File: config.mk
export PLATFORM = sky130hd
export DESIGN_NAME = phy_register_map_base
export DESIGN_NICKNAME = d
export VERILOG_FILES = /design/src/rtl/phy_regs_pkg.sv /design/src/rtl/phy_register_map_base.sv
export SDC_FILE = /design/constraint.sdc
export NUM_CORES = 1
export LEC_CHECK = 0
export BUFFER_PORTS_ARGS = -buffer_cell sky130_fd_sc_hd__clkbuf_2
export CAP_MARGIN = 0
export CORE_MARGIN = 8
export CORE_UTILIZATION = 50
export DETAILED_ROUTE_END_ITERATION = 8
export GPL_TIMING_DRIVEN = 0
export PLACE_DENSITY = 0.66
export SYNTH_ARGS = -nofsm -noshare
export SYNTH_HDL_FRONTEND = slang
export SYNTH_SLANG_ARGS = --single-unit
File: constraint.sdc
create_clock -name clk -period 3.7 [get_ports clk]
set_input_delay 0.74 -clock clk [delete_from_list [all_inputs] [get_ports clk]]
set_output_delay 0.74 -clock clk [all_outputs]
set_load 0.005 [all_outputs]
File: src/rtl/phy_regs_pkg.sv
// Register map, field layout and timing constants of the node register bank
package phy_regs_pkg;

  localparam int unsigned CLK_HZ = 50_000_000;
  localparam int unsigned LONG_RESET_US = 166;
  localparam int unsigned LONG_RESET_CYC = LONG_RESET_US * (CLK_HZ / 1_000_000);

  // Internal 8-bit register indices
  localparam logic [3:0] IDX_NODE_IDENTITY_STATUS = 4'h0;
  localparam logic [3:0] IDX_ROOT_RESET_GAP_CONTROL = 4'h1;
  localparam logic [3:0] IDX_EXTENSION_PORT_COUNT = 4'h2;
  localparam logic [3:0] IDX_SPEED_DELAY_CAPABILITY = 4'h3;
  localparam logic [3:0] IDX_LINK_POWER_CONTENDER = 4'h4;
  localparam logic [3:0] IDX_INTERRUPT_FEATURE_CONTROL = 4'h5;
  localparam logic [3:0] IDX_RESERVED_SIX = 4'h6;
  localparam logic [3:0] IDX_PAGE_PORT_SELECTION = 4'h7;
  localparam logic [3:0] IDX_PAGED_FIRST = 4'h8;

  // APB byte offsets: internal registers at 4*index, extra block registers above
  localparam logic [7:0] OFF_IRQ_STATUS = 8'h40;
  localparam logic [7:0] OFF_IRQ_MASK = 8'h44;
  localparam logic [7:0] OFF_PAGE_STORE = 8'h48;
  localparam logic [7:0] OFF_EVENT_CTRL = 8'h4C;
  localparam logic [7:0] OFF_REG_SPAN = 8'h40;

  // Field positions in little-endian numbering (doc bit 0 = msb = bit 7)
  localparam int unsigned B_ROOT = 1;
  localparam int unsigned B_CPS = 0;
  localparam int unsigned B_HOLDOFF = 7;
  localparam int unsigned B_LONGRST = 6;
  localparam int unsigned B_PAGE_LO = 5;

  localparam logic [5:0] GAP_RESET = 6'h3F;
  localparam logic [2:0] EXT_VALUE = 3'h7;
  localparam logic [3:0] NUM_PORTS = 4'h2;
  localparam logic [2:0] SPEED_VALUE = 3'h2;
  localparam logic [3:0] DELAY_VALUE = 4'h0;
  localparam logic [2:0] PAGE_RSVD_LO = 3'h2;
  localparam logic [2:0] PAGE_RSVD_HI = 3'h6;

  // Interrupt status bits
  localparam int unsigned IRQ_W = 3;
  localparam int unsigned IRQ_SELFID = 0;
  localparam int unsigned IRQ_RSTDONE = 1;
  localparam int unsigned IRQ_CPSLOW = 2;

  typedef enum logic [2:0] {
    ST_IDLE = 3'b001,
    ST_WAIT = 3'b010,
    ST_RESET = 3'b100
  } rst_state_t;

  typedef struct packed {
    logic [7:0] pdata;
    logic [7:0] paddr;
    logic write;
    logic enable;
    logic sel;
  } apb_req_t;

  typedef struct packed {
    rst_state_t st;
    logic [31:0] prdata;
    logic [5:0] phys_id;
    logic root;
    logic holdoff;
    logic long_req;
    logic [5:0] gap;
    logic gap_written;
    logic [2:0] page;
    logic [3:0] port;
    logic [7:0] reg4;
    logic [7:0] reg5;
    logic [1:0][7:0][7:0] page_mem;
    logic [IRQ_W-1:0] irq_stat;
    logic [IRQ_W-1:0] irq_mask;
    logic [16:0] cnt;
    logic cps_prev;
  } state_t;

endpackage

File: src/rtl/phy_register_map_base.sv
// Node register bank of a two-port serial-bus physical layer, reached over APB
//
// Chosen here: the APB slave port.
`timescale 1ns/1ps
// Operation
// - Sixteen registers: eight base, eight paged
// - Paged window layout follows selected page
// - page_pick in register 7 picks page
// - Base fields independent of selected page
// - Reserved registers and fields read zero
// - Pages two through six read zero
// - Register 0 holds read-only node_phys_id
// - Register 0 status sent after self-id
// - root_flag cleared by bus reset, set if root
// - cable_power_ok mirrors cable power sense
// - root_holdoff requests root after next reset
// - root_holdoff cleared only by hardware reset (here a register 1 write of 0 also clears it)
// - long_reset_request starts 166 us bus reset
// - Finish ongoing traffic before bus reset
// - long_reset_request cleared by any reset
// - Gap count reloads 3Fh after two resets
module phy_register_map_base
  import phy_regs_pkg::*;
#(
  parameter int unsigned LONG_RESET_CYCLES = LONG_RESET_CYC
) (
  input wire logic clk,
  input wire logic rstn,
  input wire logic psel,
  input wire logic penable,
  input wire logic pwrite,
  input wire logic [7:0] paddr,
  input wire logic [31:0] pwdata,
  output logic [31:0] prdata,
  output logic pready,
  output logic pslverr,
  input wire logic cable_power_sense,
  input wire logic bus_reset_seen,
  input wire logic tree_id_root,
  input wire logic self_id_done,
  input wire logic [5:0] self_id_phys,
  input wire logic config_gap_valid,
  input wire logic [5:0] config_gap,
  input wire logic link_busy,
  output logic long_reset_drive,
  output logic root_contend,
  output logic reg0_status_pulse,
  output logic [7:0] reg0_status_data,
  output logic irq
);

  state_t s_q, s_d;
  logic cps_m_q, cps_q, busy_m_q, busy_q;
  logic bres_m_q, bres_q, root_m_q, root_q, sid_m_q, sid_q, cfg_m_q, cfg_q;
  logic bres_prev_q, sid_prev_q, cfg_prev_q;
  logic [7:0] reg0_dat_q;
  logic reg0_pls_q;
  logic [IRQ_W-1:0] ev;
  logic wr, rd, bres_rise, sid_rise, cfg_rise, rst_done;
  logic [3:0] ridx;
  logic [7:0] rbyte;
  logic [5:0] phys_m_q, phys_q, gap_m_q, gap_q;
  logic [2:0] page_wr;

  // Pins from the cable side are synchronised before use
  always_ff @(posedge clk or negedge rstn) begin
    if (!rstn) begin
      cps_m_q <= 1'b0;
      cps_q <= 1'b0;
      busy_m_q <= 1'b0;
      busy_q <= 1'b0;
      bres_m_q <= 1'b0;
      bres_q <= 1'b0;
      root_m_q <= 1'b0;
      root_q <= 1'b0;
      sid_m_q <= 1'b0;
      sid_q <= 1'b0;
      cfg_m_q <= 1'b0;
      cfg_q <= 1'b0;
      bres_prev_q <= 1'b0;
      sid_prev_q <= 1'b0;
      cfg_prev_q <= 1'b0;
    end else begin
      cps_m_q <= cable_power_sense;
      cps_q <= cps_m_q;
      busy_m_q <= link_busy;
      busy_q <= busy_m_q;
      bres_m_q <= bus_reset_seen;
      bres_q <= bres_m_q;
      root_m_q <= tree_id_root;
      root_q <= root_m_q;
      sid_m_q <= self_id_done;
      sid_q <= sid_m_q;
      cfg_m_q <= config_gap_valid;
      cfg_q <= cfg_m_q;
      bres_prev_q <= bres_q;
      sid_prev_q <= sid_q;
      cfg_prev_q <= cfg_q;
    end
  end

  // Data buses from the cable side; config_gap read on a synced strobe edge, self_id_phys also sampled each cycle for reg0_status_data
  always_ff @(posedge clk or negedge rstn) begin
    if (!rstn) begin
      phys_m_q <= 6'h00;
      phys_q <= 6'h00;
      gap_m_q <= 6'h00;
      gap_q <= 6'h00;
    end else begin
      phys_m_q <= self_id_phys;
      phys_q <= phys_m_q;
      gap_m_q <= config_gap;
      gap_q <= gap_m_q;
    end
  end

  assign bres_rise = bres_q & ~bres_prev_q;
  assign sid_rise = sid_q & ~sid_prev_q;
  assign cfg_rise = cfg_q & ~cfg_prev_q;
  assign wr = psel & penable & pwrite;
  // Read captured in setup so data stands at the access edge
  assign rd = psel & ~penable & ~pwrite;
  assign ridx = paddr[5:2];
  assign page_wr = pwdata[7:B_PAGE_LO];
  assign rst_done = (s_q.st == ST_RESET) && (s_q.cnt == 17'(LONG_RESET_CYCLES - 1));

  // Read mux of the sixteen internal registers
  always_comb begin
    rbyte = 8'h00;
    if (ridx == IDX_NODE_IDENTITY_STATUS) begin
      rbyte = {s_q.phys_id, s_q.root, cps_q};
    end else if (ridx == IDX_ROOT_RESET_GAP_CONTROL) begin
      rbyte = {s_q.holdoff, s_q.long_req, s_q.gap};
    end else if (ridx == IDX_EXTENSION_PORT_COUNT) begin
      rbyte = {EXT_VALUE, 1'b0, NUM_PORTS};
    end else if (ridx == IDX_SPEED_DELAY_CAPABILITY) begin
      rbyte = {SPEED_VALUE, 1'b0, DELAY_VALUE};
    end else if (ridx == IDX_LINK_POWER_CONTENDER) begin
      rbyte = s_q.reg4;
    end else if (ridx == IDX_INTERRUPT_FEATURE_CONTROL) begin
      rbyte = s_q.reg5;
    end else if (ridx == IDX_RESERVED_SIX) begin
      rbyte = 8'h00;
    end else if (ridx == IDX_PAGE_PORT_SELECTION) begin
      rbyte = {s_q.page, 1'b0, s_q.port};
    end else if (s_q.page >= PAGE_RSVD_LO && s_q.page <= PAGE_RSVD_HI) begin
      rbyte = 8'h00;
    end else begin
      rbyte = s_q.page_mem[s_q.page[0]][ridx[2:0]];
    end
  end

  always_comb begin
    s_d = s_q;
    ev = '0;
    s_d.cps_prev = cps_q;
    ev[IRQ_CPSLOW] = s_q.cps_prev & ~cps_q;
    ev[IRQ_SELFID] = sid_rise;
    ev[IRQ_RSTDONE] = rst_done;
    if (rd && paddr < OFF_REG_SPAN) begin
      s_d.prdata = {24'h00_0000, rbyte};
    end else if (rd && paddr == OFF_IRQ_STATUS) begin
      s_d.prdata = {29'h0000_0000, s_q.irq_stat};
    end else if (rd && paddr == OFF_IRQ_MASK) begin
      s_d.prdata = {29'h0000_0000, s_q.irq_mask};
    end else if (rd && paddr == OFF_PAGE_STORE) begin
      s_d.prdata = {29'h0000_0000, s_q.page};
    end else if (rd && paddr == OFF_EVENT_CTRL) begin
      s_d.prdata = {29'h0000_0000, s_q.st};
    end else if (rd) begin
      s_d.prdata = 32'h0000_0000;
    end
    if (wr && paddr < OFF_REG_SPAN) begin
      if (ridx == IDX_ROOT_RESET_GAP_CONTROL) begin
        s_d.holdoff = pwdata[B_HOLDOFF];
        if (pwdata[B_LONGRST]) begin
          s_d.long_req = 1'b1;
        end
        s_d.gap = pwdata[5:0];
        s_d.gap_written = 1'b1;
      end else if (ridx == IDX_LINK_POWER_CONTENDER) begin
        s_d.reg4 = pwdata[7:0];
      end else if (ridx == IDX_INTERRUPT_FEATURE_CONTROL) begin
        s_d.reg5 = pwdata[7:0];
      end else if (ridx == IDX_PAGE_PORT_SELECTION) begin
        s_d.page = page_wr;
        s_d.port = pwdata[3:0];
      // Page seven shares page one storage
      end else if (ridx >= IDX_PAGED_FIRST
                   && (s_q.page < PAGE_RSVD_LO || s_q.page > PAGE_RSVD_HI)) begin
        s_d.page_mem[s_q.page[0]][ridx[2:0]] = pwdata[7:0];
      end
    end else if (wr && paddr == OFF_IRQ_MASK) begin
      s_d.irq_mask = pwdata[IRQ_W-1:0];
    end
    if (wr && paddr == OFF_IRQ_STATUS) begin
      s_d.irq_stat = s_q.irq_stat & ~pwdata[IRQ_W-1:0];
    end
    s_d.irq_stat = s_d.irq_stat | ev;
    if (cfg_rise) begin
      s_d.gap = gap_q;
      s_d.gap_written = 1'b1;
    end
    if (sid_rise) begin
      s_d.phys_id = phys_q;
    end
    if (root_q) begin
      s_d.root = 1'b1;
    end
    case (s_q.st)
      ST_IDLE: begin
        if (s_q.long_req) begin
          s_d.st = ST_WAIT;
        end
      end
      ST_WAIT: begin
        if (!busy_q) begin
          s_d.st = ST_RESET;
          s_d.cnt = '0;
        end
      end
      ST_RESET: begin
        s_d.cnt = s_q.cnt + 17'h0_0001;
        if (rst_done) begin
          s_d.st = ST_IDLE;
        end
      end
      default: s_d.st = ST_IDLE;
    endcase
    if (bres_rise || rst_done) begin
      s_d.root = 1'b0;
      s_d.long_req = 1'b0;
      if (!s_q.gap_written) begin
        s_d.gap = GAP_RESET;
      end
      s_d.gap_written = 1'b0;
    end
  end

  always_ff @(posedge clk or negedge rstn) begin
    if (!rstn) begin
      s_q.st <= ST_IDLE;
      s_q.prdata <= 32'h0000_0000;
      s_q.phys_id <= 6'h00;
      s_q.root <= 1'b0;
      s_q.holdoff <= 1'b0;
      s_q.long_req <= 1'b0;
      s_q.gap <= GAP_RESET;
      s_q.gap_written <= 1'b0;
      s_q.page <= 3'h0;
      s_q.port <= 4'h0;
      s_q.reg4 <= 8'h00;
      s_q.reg5 <= 8'h00;
      s_q.page_mem <= '0;
      s_q.irq_stat <= '0;
      s_q.irq_mask <= '0;
      s_q.cnt <= '0;
      s_q.cps_prev <= 1'b0;
      reg0_dat_q <= 8'h00;
      reg0_pls_q <= 1'b0;
    end else begin
      s_q <= s_d;
      reg0_pls_q <= sid_rise;
      reg0_dat_q <= {phys_q, s_q.root, cps_q};
    end
  end

  assign prdata = s_q.prdata;
  assign pready = psel & penable;
  assign pslverr = 1'b0;
  assign long_reset_drive = (s_q.st == ST_RESET);
  assign root_contend = s_q.holdoff;
  assign reg0_status_pulse = reg0_pls_q;
  assign reg0_status_data = reg0_dat_q;
  assign irq = |(s_q.irq_stat & s_q.irq_mask);
endmodule // phy_register_map_base

==> results of run 1 <==
## worst max-delay path, cell delays in order
cell and delay (ps):
clkbuf_2 100, buf_2 270, buf_2 350, buf_2 420
mux4_2 390, mux2i_1 220, mux2i_1 210, a32oi_1 300
o21ai_0 120
## final timing paths
check / start / endpoint / slack, ps / depth (start not counted)
min in group clk: config_gap[5] / gap_m_q[5] / 300 / 1
min reg2reg: busy_m_q / busy_q / 350 / 0
max reg2reg: s_q[172] / prdata[0] / 1180 / 8
min: rstn / s_q[10] / 180 / 1
max: paddr[3] / prdata[7] / 990 / 9
max in group asynchronous: rstn / asynchronous set/reset pin / 2270 / 3
## per-layer routing
| metal | vias to the layer above | part of all wire [%] | track usage (%) |
|---|---|---|---|
| li1 | 3306 | - | - |
| met1 | 3692 | 44 | 27.9 |
| met2 | 257 | 46 | 31.9 |
| met3 | 70 | 7.0 | 5.02 |
| met4 | 0 | 3.3 | 6.78 |
| met5 | - | 0 | 0 |
## power groups by stage
stage	sequential (mW)	combinational (mW)	clock [mW]
finish	2.88	0.455	2.83
global route	2.89	0.496	2.99
CTS	2.88	0.454	2.87
detailed placement	2.93	0.451	0
global placement	2.93	0.439	0
floorplan	2.91	0.264	0
## area by class of cell
| type | count | share of cell area [%] |
|---|---|---|
| Tap cell | 285 | 2.74 |
| Sequential cell | 249 | 47.9 |
| Buffer | 89 | 3.78 |
| Clock inverter | 12 | 1.24 |
| Inverter | 13 | 0.375 |
| Clock buffer | 37 | 6.09 |
| Timing Repair Buffer | 55 | 2.53 |
| Multi-Input combinational cell | 537 | 35.3 |
| Antenna cell | 1 | 0.0192 |
## stage by stage
step,setup slack [ps],hold slack [ps],cell area [µm²],util [%],total power [mW]
3_5_place_dp,519,335,12100,53.8,3.38
6_report,990,178,13000,58.1,6.17
4_1_cts,1030,202,13000,58.1,6.21
2_1_floorplan,1380,331,11400,-,3.17
5_1_grt,909,222,13000,58.1,6.38
3_3_place_gp,-3230,334,12000,53.5,3.37
## layout by cell type, fill, tap and decap left out, types with 5 or more instances in the layout
cell       instances
dfrtp_1          242
nor2b_1            8
clkbuf_1          35
a22oi_1            8
clkbuf_8           9
conb_1            25
or2_1              6
buf_2             14
mux4_2            32
nor2_1            29
mux2i_1           22
a31oi_1            6
nor2_4             9
nand4_1            7
clkbuf_16         27
a22o_1             5
buf_4             37
nor4_1             6
nand2b_1           7
dfstp_2            7
inv_1             10
and3_1             8
a21oi_1           22
mux2_2           162
nand2_1           51
nand3_1           13
o21ai_0           42
clkbuf_2          54
## cells by family after synthesis
family | share of synthesized area [%]
other | 0.0332
DFF | 55.2
xor gates and xnor gates | 0.0776
AOI/OAI and AO/OA | 6.58
muxes | 24.7
buffers and inverters | 4.80
and+or+nand+nor | 8.48
adders and majority gates | 0.111
==> summary.txt, run 1 <==
Pwr
  • Combinational power share: 7.4%
  • Sw power: 1.44 mW
  • Sw frac: between 20% and 30%
  • PwrDens: 474 nW/µm²
  • Sequential fraction of design power: about 47%
  • Clk pwr share: a little under half
  • Maximum vdd ir drop: approximately 0.35 mV
  • P_int: around 4.7 mW
  • Leak: 6.22 nW

STA
  • Final setup fails: 0
  • Slew @ Worst Pin: about 940 ps
  • Fin crit period: between 2000 and 3000 ps
  • RSZ-0062 raised after global routing: false
  • Final hold vios: 0
  • Max-slew headroom: between 30% and 40%
  • Share of the cycle needed by the critical path after routing: between 70% and 80%
  • Max Slew Vio Count: 0
  • Highest clock rate: 0.369 GHz
  • Setup TNS: 0 ps
  • Max Clock Skew: between 10 and 15 ps

Synthesis
  • Ys async rst share: 100%
  • Synth area leaders: dfrtp_1 54%, mux2_2 16%, mux4_2 6.4%
  • Synth cell types: 64
  • Top cells by count, synth: 242 x dfrtp_1, 162 x mux2_2, 51 x nand2_1
  • #FFs+latches synth: about 250
  • Leading area contributor after synthesis: dfrtp_1
  • Sequential fraction of the synthesis area: 55.2%
  • Syn Area/Cell: around 13 µm²
  • Synth top area share: between 50% and 60%
  • EDFF count, synth: 0
  • Cell Area, Synth: 11300 µm²
  • Post-Synthesis Cells: 864
  • Top-count cell post-synth: dfrtp_1
  • Most used DFF post-synth: dfrtp_1
  • Synth warnings: 0

Critical path
  • Critical path data arrival time: 3120 ps
  • CP Launch Type: primary input
  • CP endpoint kind: register
  • CP Data Required Time: roughly 4000 ps
  • Crit Path Max Fanout: 10
  • Crit path kind: in -> reg

GRT
  • Initial antenna violation count: 0
  • Vias in the first global route: 7524
  • Grt ovf: 0
  • Pin count of the biggest net entering global routing: between 100 and 150
  • First-pass GRT wire length: 44600 µm
  • Total GRT Usage: 20.5%

Clock network
  • H-tree depth: 1
  • Root Driver: clkbuf_16
  • Longest Clk Path Bufs: 3
  • Clock latency on the worst-skew pair: about 550 ps
  • Cts-stage hold buffer count: 0
  • CTS clock-pin slew for the worst setup and hold paths: ~60 ps
  • Resized Gates After CTS: 0
  • Clock buffer count from CTS: 27
  • CTS sink cnt: approximately 250
  • Post-CTS setup buffer count: 0
  • CTS tree: yes

Drt
  • Wire per inst: 22.2 µm
  • Total via count in the routed design: 7325
  • Final ANT Viol Nets: 0
  • Drt total wl: between 20000 and 30000 µm
  • Via density per instance: ~5.7
  • # DRC: 0
  • Pre-antenna DRT Iters: 7
  • Detailed Route Iter0 Violations: roughly 660

Status
  • Status: finished clean

Die
  • Core Region: around 22000 µm²
  • Row count: 55
  • Io pins: approximately 110
  • Die area: 27700 µm²
  • Initial core utilization: around half
  • Die X-Extent: 166 µm
  • Die height: 166 µm

Cells and area
  • Final nets: 1036
  • Register area: about 6200 µm²
  • Area grow syn2layout: 15.3%
  • Multi-input logic area: 4600 µm²
  • Fill count: about 1800
  • Post-Layout Cell Count: 1278
  • Share of cells above drive strength 1: 37.7%

Placed design
  • Placed insts: approximately 1200
  • Port-buffer cells: 53
  • Placer Congestion: approximately 0.92
  • Dpl hpwl: just under 20000 µm

Job
  • Max-cap violations: 0

Min path
  • Worst min-delay path class: in -> async
Power figures use the tool's default switching activity.
==> run 2, diff against run 1 <==
- ABC_AREA: not set -> 1
- clock period: 3.7 -> 2.7 ns (I/O delays scaled with it)
==> run 2 against run 1 <==
  * Via count is 32% higher
  * Area after synthesis is 1.6% higher
  * Cell area increased by 1.8%
  * Utilization grew 0.69 points
  * Sequential power up 40%
  * Count of clock-buffer cells in the layout down 7
  * Non-clock buffer count rose by 13
  * Clock power is 44% higher
  * Clock skew shrank 0.93 ps
  * Worst hold slack worse by 78 ps
  * Routed wire length increased by 17%
  * Largest cell class unchanged
==> summary.txt, run 2 <==
STA
  • Fin crit period: between 2000 and 2500 ps
  • Worst hold slack: 101 ps (-77.5 ps)
  • Max-slew headroom: 41.1% (+4.7 points)
  • Highest clock rate: around 0.41 GHz
  • Max Slew Vio Count: 0 (unchanged)
  • Final setup fails: 0 (unchanged)
  • Final hold vios: 0 (unchanged)
  • Final worst setup slack: 237 ps (-753 ps)
  • Share of the cycle needed by the critical path after routing: 91.2%
  • Max Clock Skew: 12.1 ps (-0.925 ps)
  • Slew @ Worst Pin: 884 ps (-57.5 ps)
  • RSZ-0062 raised after global routing: false

Synthesis
  • Synth area leaders: dfrtp_1 53%, nand2_1 15%, o21ai_0 5.5%
  • Top cells by count, synth: 452 x nand2_1, 242 x dfrtp_1, 126 x o21ai_0
  • Sequential fraction of the synthesis area: 54.3% (-0.89 points)
  • Synth top area share: 52.7% (-0.86 points)
  • Synth cell types: 41 (-36%)
  • EDFF count, synth: 0 (unchanged)
  • Ys async rst share: 100% (unchanged)
  • Cell Area, Synth: 11500 µm² (+1.6%)
  • #FFs+latches synth: 249 (unchanged)
  • Post-Synthesis Cells: 1358 (+57%)
  • Most used DFF post-synth: dfrtp_1
  • Syn Area/Cell: 8.45 µm² (-35%)
  • Synth warnings: 0 (unchanged)
  • Top-count cell post-synth: nand2_1
  • Leading area contributor after synthesis: dfrtp_1

Cells and area
  • Register area: 6240 µm² (unchanged)
  • Fill count: 2057 (+12%)
  • Post-Layout Cell Count: 1775 (+39%)
  • Multi-input logic area: 4390 µm² (-4.7%)
  • Final nets: 1533 (+48%)
  • Final Util: 58.8% (+0.69 points)
  • Share of cells above drive strength 1: 15.0% (-23 points)
  • Area grow syn2layout: 15.5%
  • Commonest non-fill, non-tap cell in the layout: nand2_1
  • Ant. Diodes: 0 (-1)
  • Most frequent cells in the layout: 452 x nand2_1, 242 x dfrtp_1, 126 x o21ai_0

Die
  • Die X-Extent: 168 µm (+0.74%)
  • Die area: 28100 µm² (+1.5%)
  • Initial core utilization: 50.9% (+0.51 points)
  • Row count: 55 (unchanged)
  • Die height: 168 µm (+0.74%)
  • Io pins: 109 (unchanged)
  • Core Region: 22600 µm² (+0.61%)

Clock network
  • Cts-stage hold buffer count: 0 (unchanged)
  • CTS sink cnt: 249 (unchanged)
  • Clock buffer count from CTS: 27 (unchanged)
  • H-tree depth: 1 (unchanged)
  • CTS clock-pin slew for the worst setup and hold paths: 60 ps (about the same)
  • Post-CTS setup buffer count: 0 (unchanged)
  • Longest Clk Path Bufs: 3 (unchanged)
  • Root Driver: clkbuf_16
  • Clock latency on the worst-skew pair: 540 ps (about the same)
  • CTS tree: yes
  • Resized Gates After CTS: 0 (unchanged)

Critical path
  • Largest delay contributor family on the critical path: buffers and inverters
  • Crit-path most repeated cell: clkbuf_2
  • Crit path kind: reg -> out
  • Critical path data arrival time: 1920 ps (-1200 ps)
  • CP endpoint kind: output pin
  • CP Data Required Time: 2160 ps (-1950 ps)
  • Crit Path Max Fanout: 10 (unchanged)
  • CP Buf/Inv Count: 2 (-2)
  • Crit-path max cell delay: 480 ps (+60 ps)
  • Worst path cell trace: nor3_2 > clkbuf_2 > clkbuf_2
  • CP Launch Type: register
  • Slowest CP cell: nor3_2
  • Internal reg-to-reg setup slack: 300 ps (-880 ps)

Pwr
  • Total power: 8.96 mW (+45%)
  • Leak: 6.39 nW (+2.8%)
  • PwrDens: 675 nW/µm² (+43%)
  • Maximum vdd ir drop: 0.539 mV (+53%)

GRT
  • First-pass GRT wire length: 52600 µm (+18%)
  • Pin count of the biggest net entering global routing: 98 (-8.4%)
  • Initial antenna violation count: 1 (+1)
  • Vias in the first global route: 9513 (+26%)
  • Grt ovf: 0 (unchanged)
  • Total GRT Usage: 23.8% (+3.3 points)

Drt
  • Drt total wl: 33300 µm (+17%)
  • Via density per instance: 5.43 (-5.2%)
  • Pre-antenna DRT Iters: 5 (-2)
  • # DRC: 0 (unchanged)
  • Detailed Route Iter0 Violations: 970 (+46%)
  • Final ANT Viol Nets: 0 (unchanged)
  • Total via count in the routed design: 9642 (+32%)
  • Wire per inst: 18.8 µm (-15%)

Placed design
  • Port-buffer cells: 56 (+5.7%)
  • Dpl hpwl: 23200 µm (+19%)
  • Worst slack, placed: 260 ps (-259 ps)
  • Placer Congestion: 0.952 (+3.3%)
  • Placed insts: 1725 (+40%)

Min path
  • Worst min-delay path class: in -> reg

Job
  • Max-cap violations: 0 (unchanged)

Status
  • Status: finished clean
==> run 2: changes by cell type in the layout (fill, tap and decap cells not counted), sizes merged, moves of 12 or more <==
cell   change
inv       +84
nand4     +16
buf       +12
nand2    +405
nor2      +47
mux2i     -20
o21ai    +171
mux4      -32
mux2     -164
a21oi     +13
nand3     +46
==> run 2: metrics by stage <==
step           TNS [ps]  instance area [µm²]
2_1_floorplan         0                11600
3_3_place_gp    -979220                12200
3_5_place_dp          0                12300
4_1_cts               0                13300
5_1_grt               0                13300
6_report              0                13300
==> run 2: cell type report <==
cell class	instances	area share [%]
clock inverter	20	2.07
sequential	249	47.0
tap	285	2.69
multi-input combinational	941	33.1
buffer	99	4.46
inverter	93	2.67
timing repair buffer	58	2.59
clock buffer	30	5.41
==> run 2: final timing paths <==
path / startpoint / to / cells past startpoint
worst max-delay path: s_q[224] / long_reset_drive / 3
worst min-delay path: self_id_phys[1] / phys_m_q[1] / 1
worst max register to register: s_q[172] / prdata[4] / 12
worst min register to register: gap_m_q[2] / gap_q[2] / 0
max in group asynchronous: rstn / s_q[187] / 3
min in group asynchronous: rstn / asynchronous set/reset pin / 1
==> run 2: routing by layer <==
| layer | track usage (%) | wire, µm | vias to the layer above |
|---|---|---|---|
| met5 | 0 | 13 | - |
| met2 | 38.6 | 15500 | 385 |
| li1 | - | - | 4561 |
| met4 | 9.47 | 1360 | 2 |
| met3 | 4.21 | 2590 | 91 |
| met1 | 31.3 | 13800 | 4603 |
==> run 2: logic make-up (layout without fill, tap and decap cells) <==
| family | after synthesis | count (layout) | synth area share, % |
|---|---|---|---|
| AOI/OAI and AO/OA | 267 | 267 | 12.1 |
| xor gates and xnor gates | 1 | 1 | 0.0763 |
| adders and majority gates | 1 | 1 | 0.109 |
| buffers and inverters | 192 | 300 | 8.23 |
| DFF | 249 | 249 | 54.3 |
| muxes | 2 | 2 | 0.174 |
| other | 1 | 25 | 0.0327 |
| and+or+nand+nor | 645 | 645 | 24.9 |
==> run 2: report_power, final <==
part	leakage (nW)	internal, mW	switching, mW	total (mW)
sequential	3.29	3.92	0.108	4.03
combinational	2.61	0.268	0.595	0.863
clock	0.488	2.50	1.57	4.07
total	6.39	6.69	2.27	8.96
==> run 2: worst reg2reg max path, cell delays in order (launching register included) <==
cell      delay, ps
dfrtp_1         360
buf_4           140
inv_2           110
buf_4           200
buf_4           220
buf_4           330
nand2_1         100
o221ai_1        340
nand2_1          90
nand3_1         110
nand3_1         110
nor2_1          100
o21ai_0          70
==> run 3, diff against run 2 <==
- CORE_UTILIZATION: 50 -> 59
- PLACE_DENSITY: 0.66 -> 0.76
==> run 3 against run 2 <==
  * Count of clock-buffer cells in the layout grew 4
  * Maximum frequency shrank 4.8%
  * Clock skew fell by 2.7 ps
  * Combinational power increased by 0.6%
  * Worst hold slack improved by 7.7 ps
  * Register-to-register slack got worse by 100 ps
  * Sequential cell count unchanged
  * Non-clock buffer count increased by 1
  * Clock power fell by 10%
  * Cell count is 1.2% lower
  * Critical path type unchanged
  * Critical endpoint unchanged
==> summary.txt, run 3 (synthesis results as in run 2) <==
Critical path
  • CP endpoint kind: output pin
  • CP Launch Type: register
  • Critical path data arrival time: 2050 ps (+130 ps)
  • Crit path kind: reg -> out
  • Crit Path Max Fanout: 10 (unchanged)
  • CP Data Required Time: 2160 ps (about the same)

Drt
  • Detailed Route Iter0 Violations: 851 (-12%)
  • Total via count in the routed design: 9704 (+0.64%)
  • # DRC: 0 (unchanged)
  • Via density per instance: 5.53 (+1.8%)
  • Final ANT Viol Nets: 0 (unchanged)
  • Drt total wl: 32600 µm (-1.9%)
  • Wire per inst: 18.6 µm (-0.77%)
  • Pre-antenna DRT Iters: 6 (+1)

Clock network
  • CTS sink cnt: 249 (unchanged)
  • Root Driver: clkbuf_16
  • CTS tree: yes
  • CTS clock-pin slew for the worst setup and hold paths: 60 ps (about the same)
  • Post-CTS setup buffer count: 0 (unchanged)
  • H-tree depth: 1 (unchanged)
  • Longest Clk Path Bufs: 3 (unchanged)
  • Clock latency on the worst-skew pair: 530 ps (about the same)
  • Clock buffer count from CTS: 26 (-3.7%)

Placed design
  • Worst slack, placed: 211 ps (-48.4 ps)
  • Placer Congestion: 0.945 (-0.76%)
  • Dpl hpwl: 22800 µm (-1.8%)
  • Port-buffer cells: 56 (unchanged)

Cells and area
  • Area grow syn2layout: 14.5%
  • Commonest non-fill, non-tap cell in the layout: nand2_1
  • Final nets: 1533 (unchanged)
  • Ant. Diodes: 0 (unchanged)
  • Fill count: 1601 (-22%)
  • Most frequent cells in the layout: 452 x nand2_1, 242 x dfrtp_1, 126 x o21ai_0
  • Share of cells above drive strength 1: 14.5% (-0.53 points)

Die
  • Initial core utilization: 59.6% (+8.7 points)
  • Die area: 24200 µm² (-14%)
  • Die X-Extent: 155 µm (-7.2%)
  • Die height: 155 µm (-7.2%)
  • Io pins: 109 (unchanged)
  • Core Region: 19300 µm² (-15%)
  • Row count: 51 (-7.3%)

GRT
  • Total GRT Usage: 27.8% (+4.0 points)
  • Vias in the first global route: 9635 (+1.3%)
  • First-pass GRT wire length: 52200 µm (-0.66%)
  • Pin count of the biggest net entering global routing: 116 (+18%)
  • Initial antenna violation count: 0 (-1)
  • Grt ovf: 0 (unchanged)

STA
  • RSZ-0062 raised after global routing: false
  • Setup TNS: 0 ps (unchanged)
  • Max Clock Skew: 9.35 ps (-2.75 ps)
  • Final worst setup slack: 112 ps (-125 ps)
  • Final hold vios: 0 (unchanged)
  • Highest clock rate: 0.386 GHz (-4.8%)
  • Share of the cycle needed by the critical path after routing: 95.9% (+4.6 points)
  • Max-slew headroom: 38.3% (-2.7 points)
  • Final setup fails: 0 (unchanged)
  • Slew @ Worst Pin: 925 ps (+41.2 ps)
  • Fin crit period: 2590 ps (+125 ps)
  • Max Slew Vio Count: 0 (unchanged)

Pwr
  • PwrDens: 651 nW/µm² (-3.5%)
  • Leak: 6.33 nW (-0.93%)
  • Clk pwr share: 42.7% (-2.7 points)
  • Sequential fraction of design power: 47.2% (+2.2 points)
  • Maximum vdd ir drop: 0.843 mV (+56%)
  • Sw power: 2.22 mW (-2.4%)
  • Sw frac: 25.9% (+0.54 points)
  • Combinational power share: 10.1% (+0.5 points)
  • P_int: 6.34 mW (-5.1%)

Status
  • Status: finished clean

Min path
  • Worst min-delay path class: in -> reg

Job
  • Max-cap violations: 0 (unchanged)
run 3: cell types whose count changed in the layout (fill, tap and decap cells not counted), sizes merged:
cell         previous run  this run
bufinv                  6         3
dlygate4sd3             0         1
clkinvlp                2         3
clkinv                 10         7
inv                    95        94
clkbuf                119       123
run 3: path summary, 6_finish.rpt:
| kind | slack, ps | start | cells after the start | end |
|---|---|---|---|---|
| min in group asynchronous | 520 | rstn | 2 | asynchronous set/reset pin |
| min reg2reg | 350 | sid_m_q | 0 | sid_q |
| max in group asynchronous | 850 | rstn | 4 | cfg_prev_q |
| min | 110 | config_gap[5] | 1 | gap_m_q[5] |
| max reg2reg | 200 | s_q[172] | 17 | prdata[6] |
| max | 110 | s_q[224] | 3 | long_reset_drive |
run 3: cell type report:
type	instances	area, µm²	share of cell area, %
Timing Repair Buffer	59	354	2.69
Clock inverter	14	168	1.28
Sequential cell	249	6240	47.5
Buffer	99	591	4.49
Multi-Input combinational cell	941	4390	33.4
Inverter	93	354	2.69
Tap cell	265	332	2.52
Clock buffer	34	711	5.41
run 3: repair_timing:
item                                    in CTS  in global routing
endpoints found under the hold margin       53                  0
hold buffers                                 1                  0
gates resized for setup                      1                  0
endpoints found under the setup margin       1                  0
run 3: critical path, cell delays in order (launching register included):
cell      delay (ps)
dfrtp_1          460
nor3_4           440
clkbuf_1         420
clkbuf_2         200
run 3: per-stage QoR:
step                hold WS (ps)  power [mW]  utilization (%)  instance area [µm²]  std cells
CTS                         93.1        8.59             68.2                13100       1754
floorplan                    244        4.57                -                11600       1382
detailed placement           335        4.94             63.6                12200       1705
finish                       108        8.56             68.2                13100       1754
global route                88.4        8.87             68.2                13100       1754
global placement             331        4.91             63.2                12200       1703
run 3: per-layer routing:
metal / track usage (%) / up-vias / part of all wire (%) / wire length, µm
li1: - / 4567 / - / -
met1: 35.6 / 4594 / 40 / 13200
met2: 44.6 / 430 / 46 / 15100
met3: 4.30 / 113 / 7.3 / 2390
met4: 15.9 / 0 / 6.0 / 1950
met5: 0 / - / 0 / 0
run 3: power groups by stage:
stage / combinational [mW] / sequential (mW) / clock, mW
after floorplan: 0.520 / 4.05 / 0
after global placement: 0.818 / 4.09 / 0
after detailed placement: 0.843 / 4.09 / 0
after CTS: 0.858 / 4.04 / 3.70
after global routing: 0.964 / 4.05 / 3.85
final: 0.868 / 4.04 / 3.66
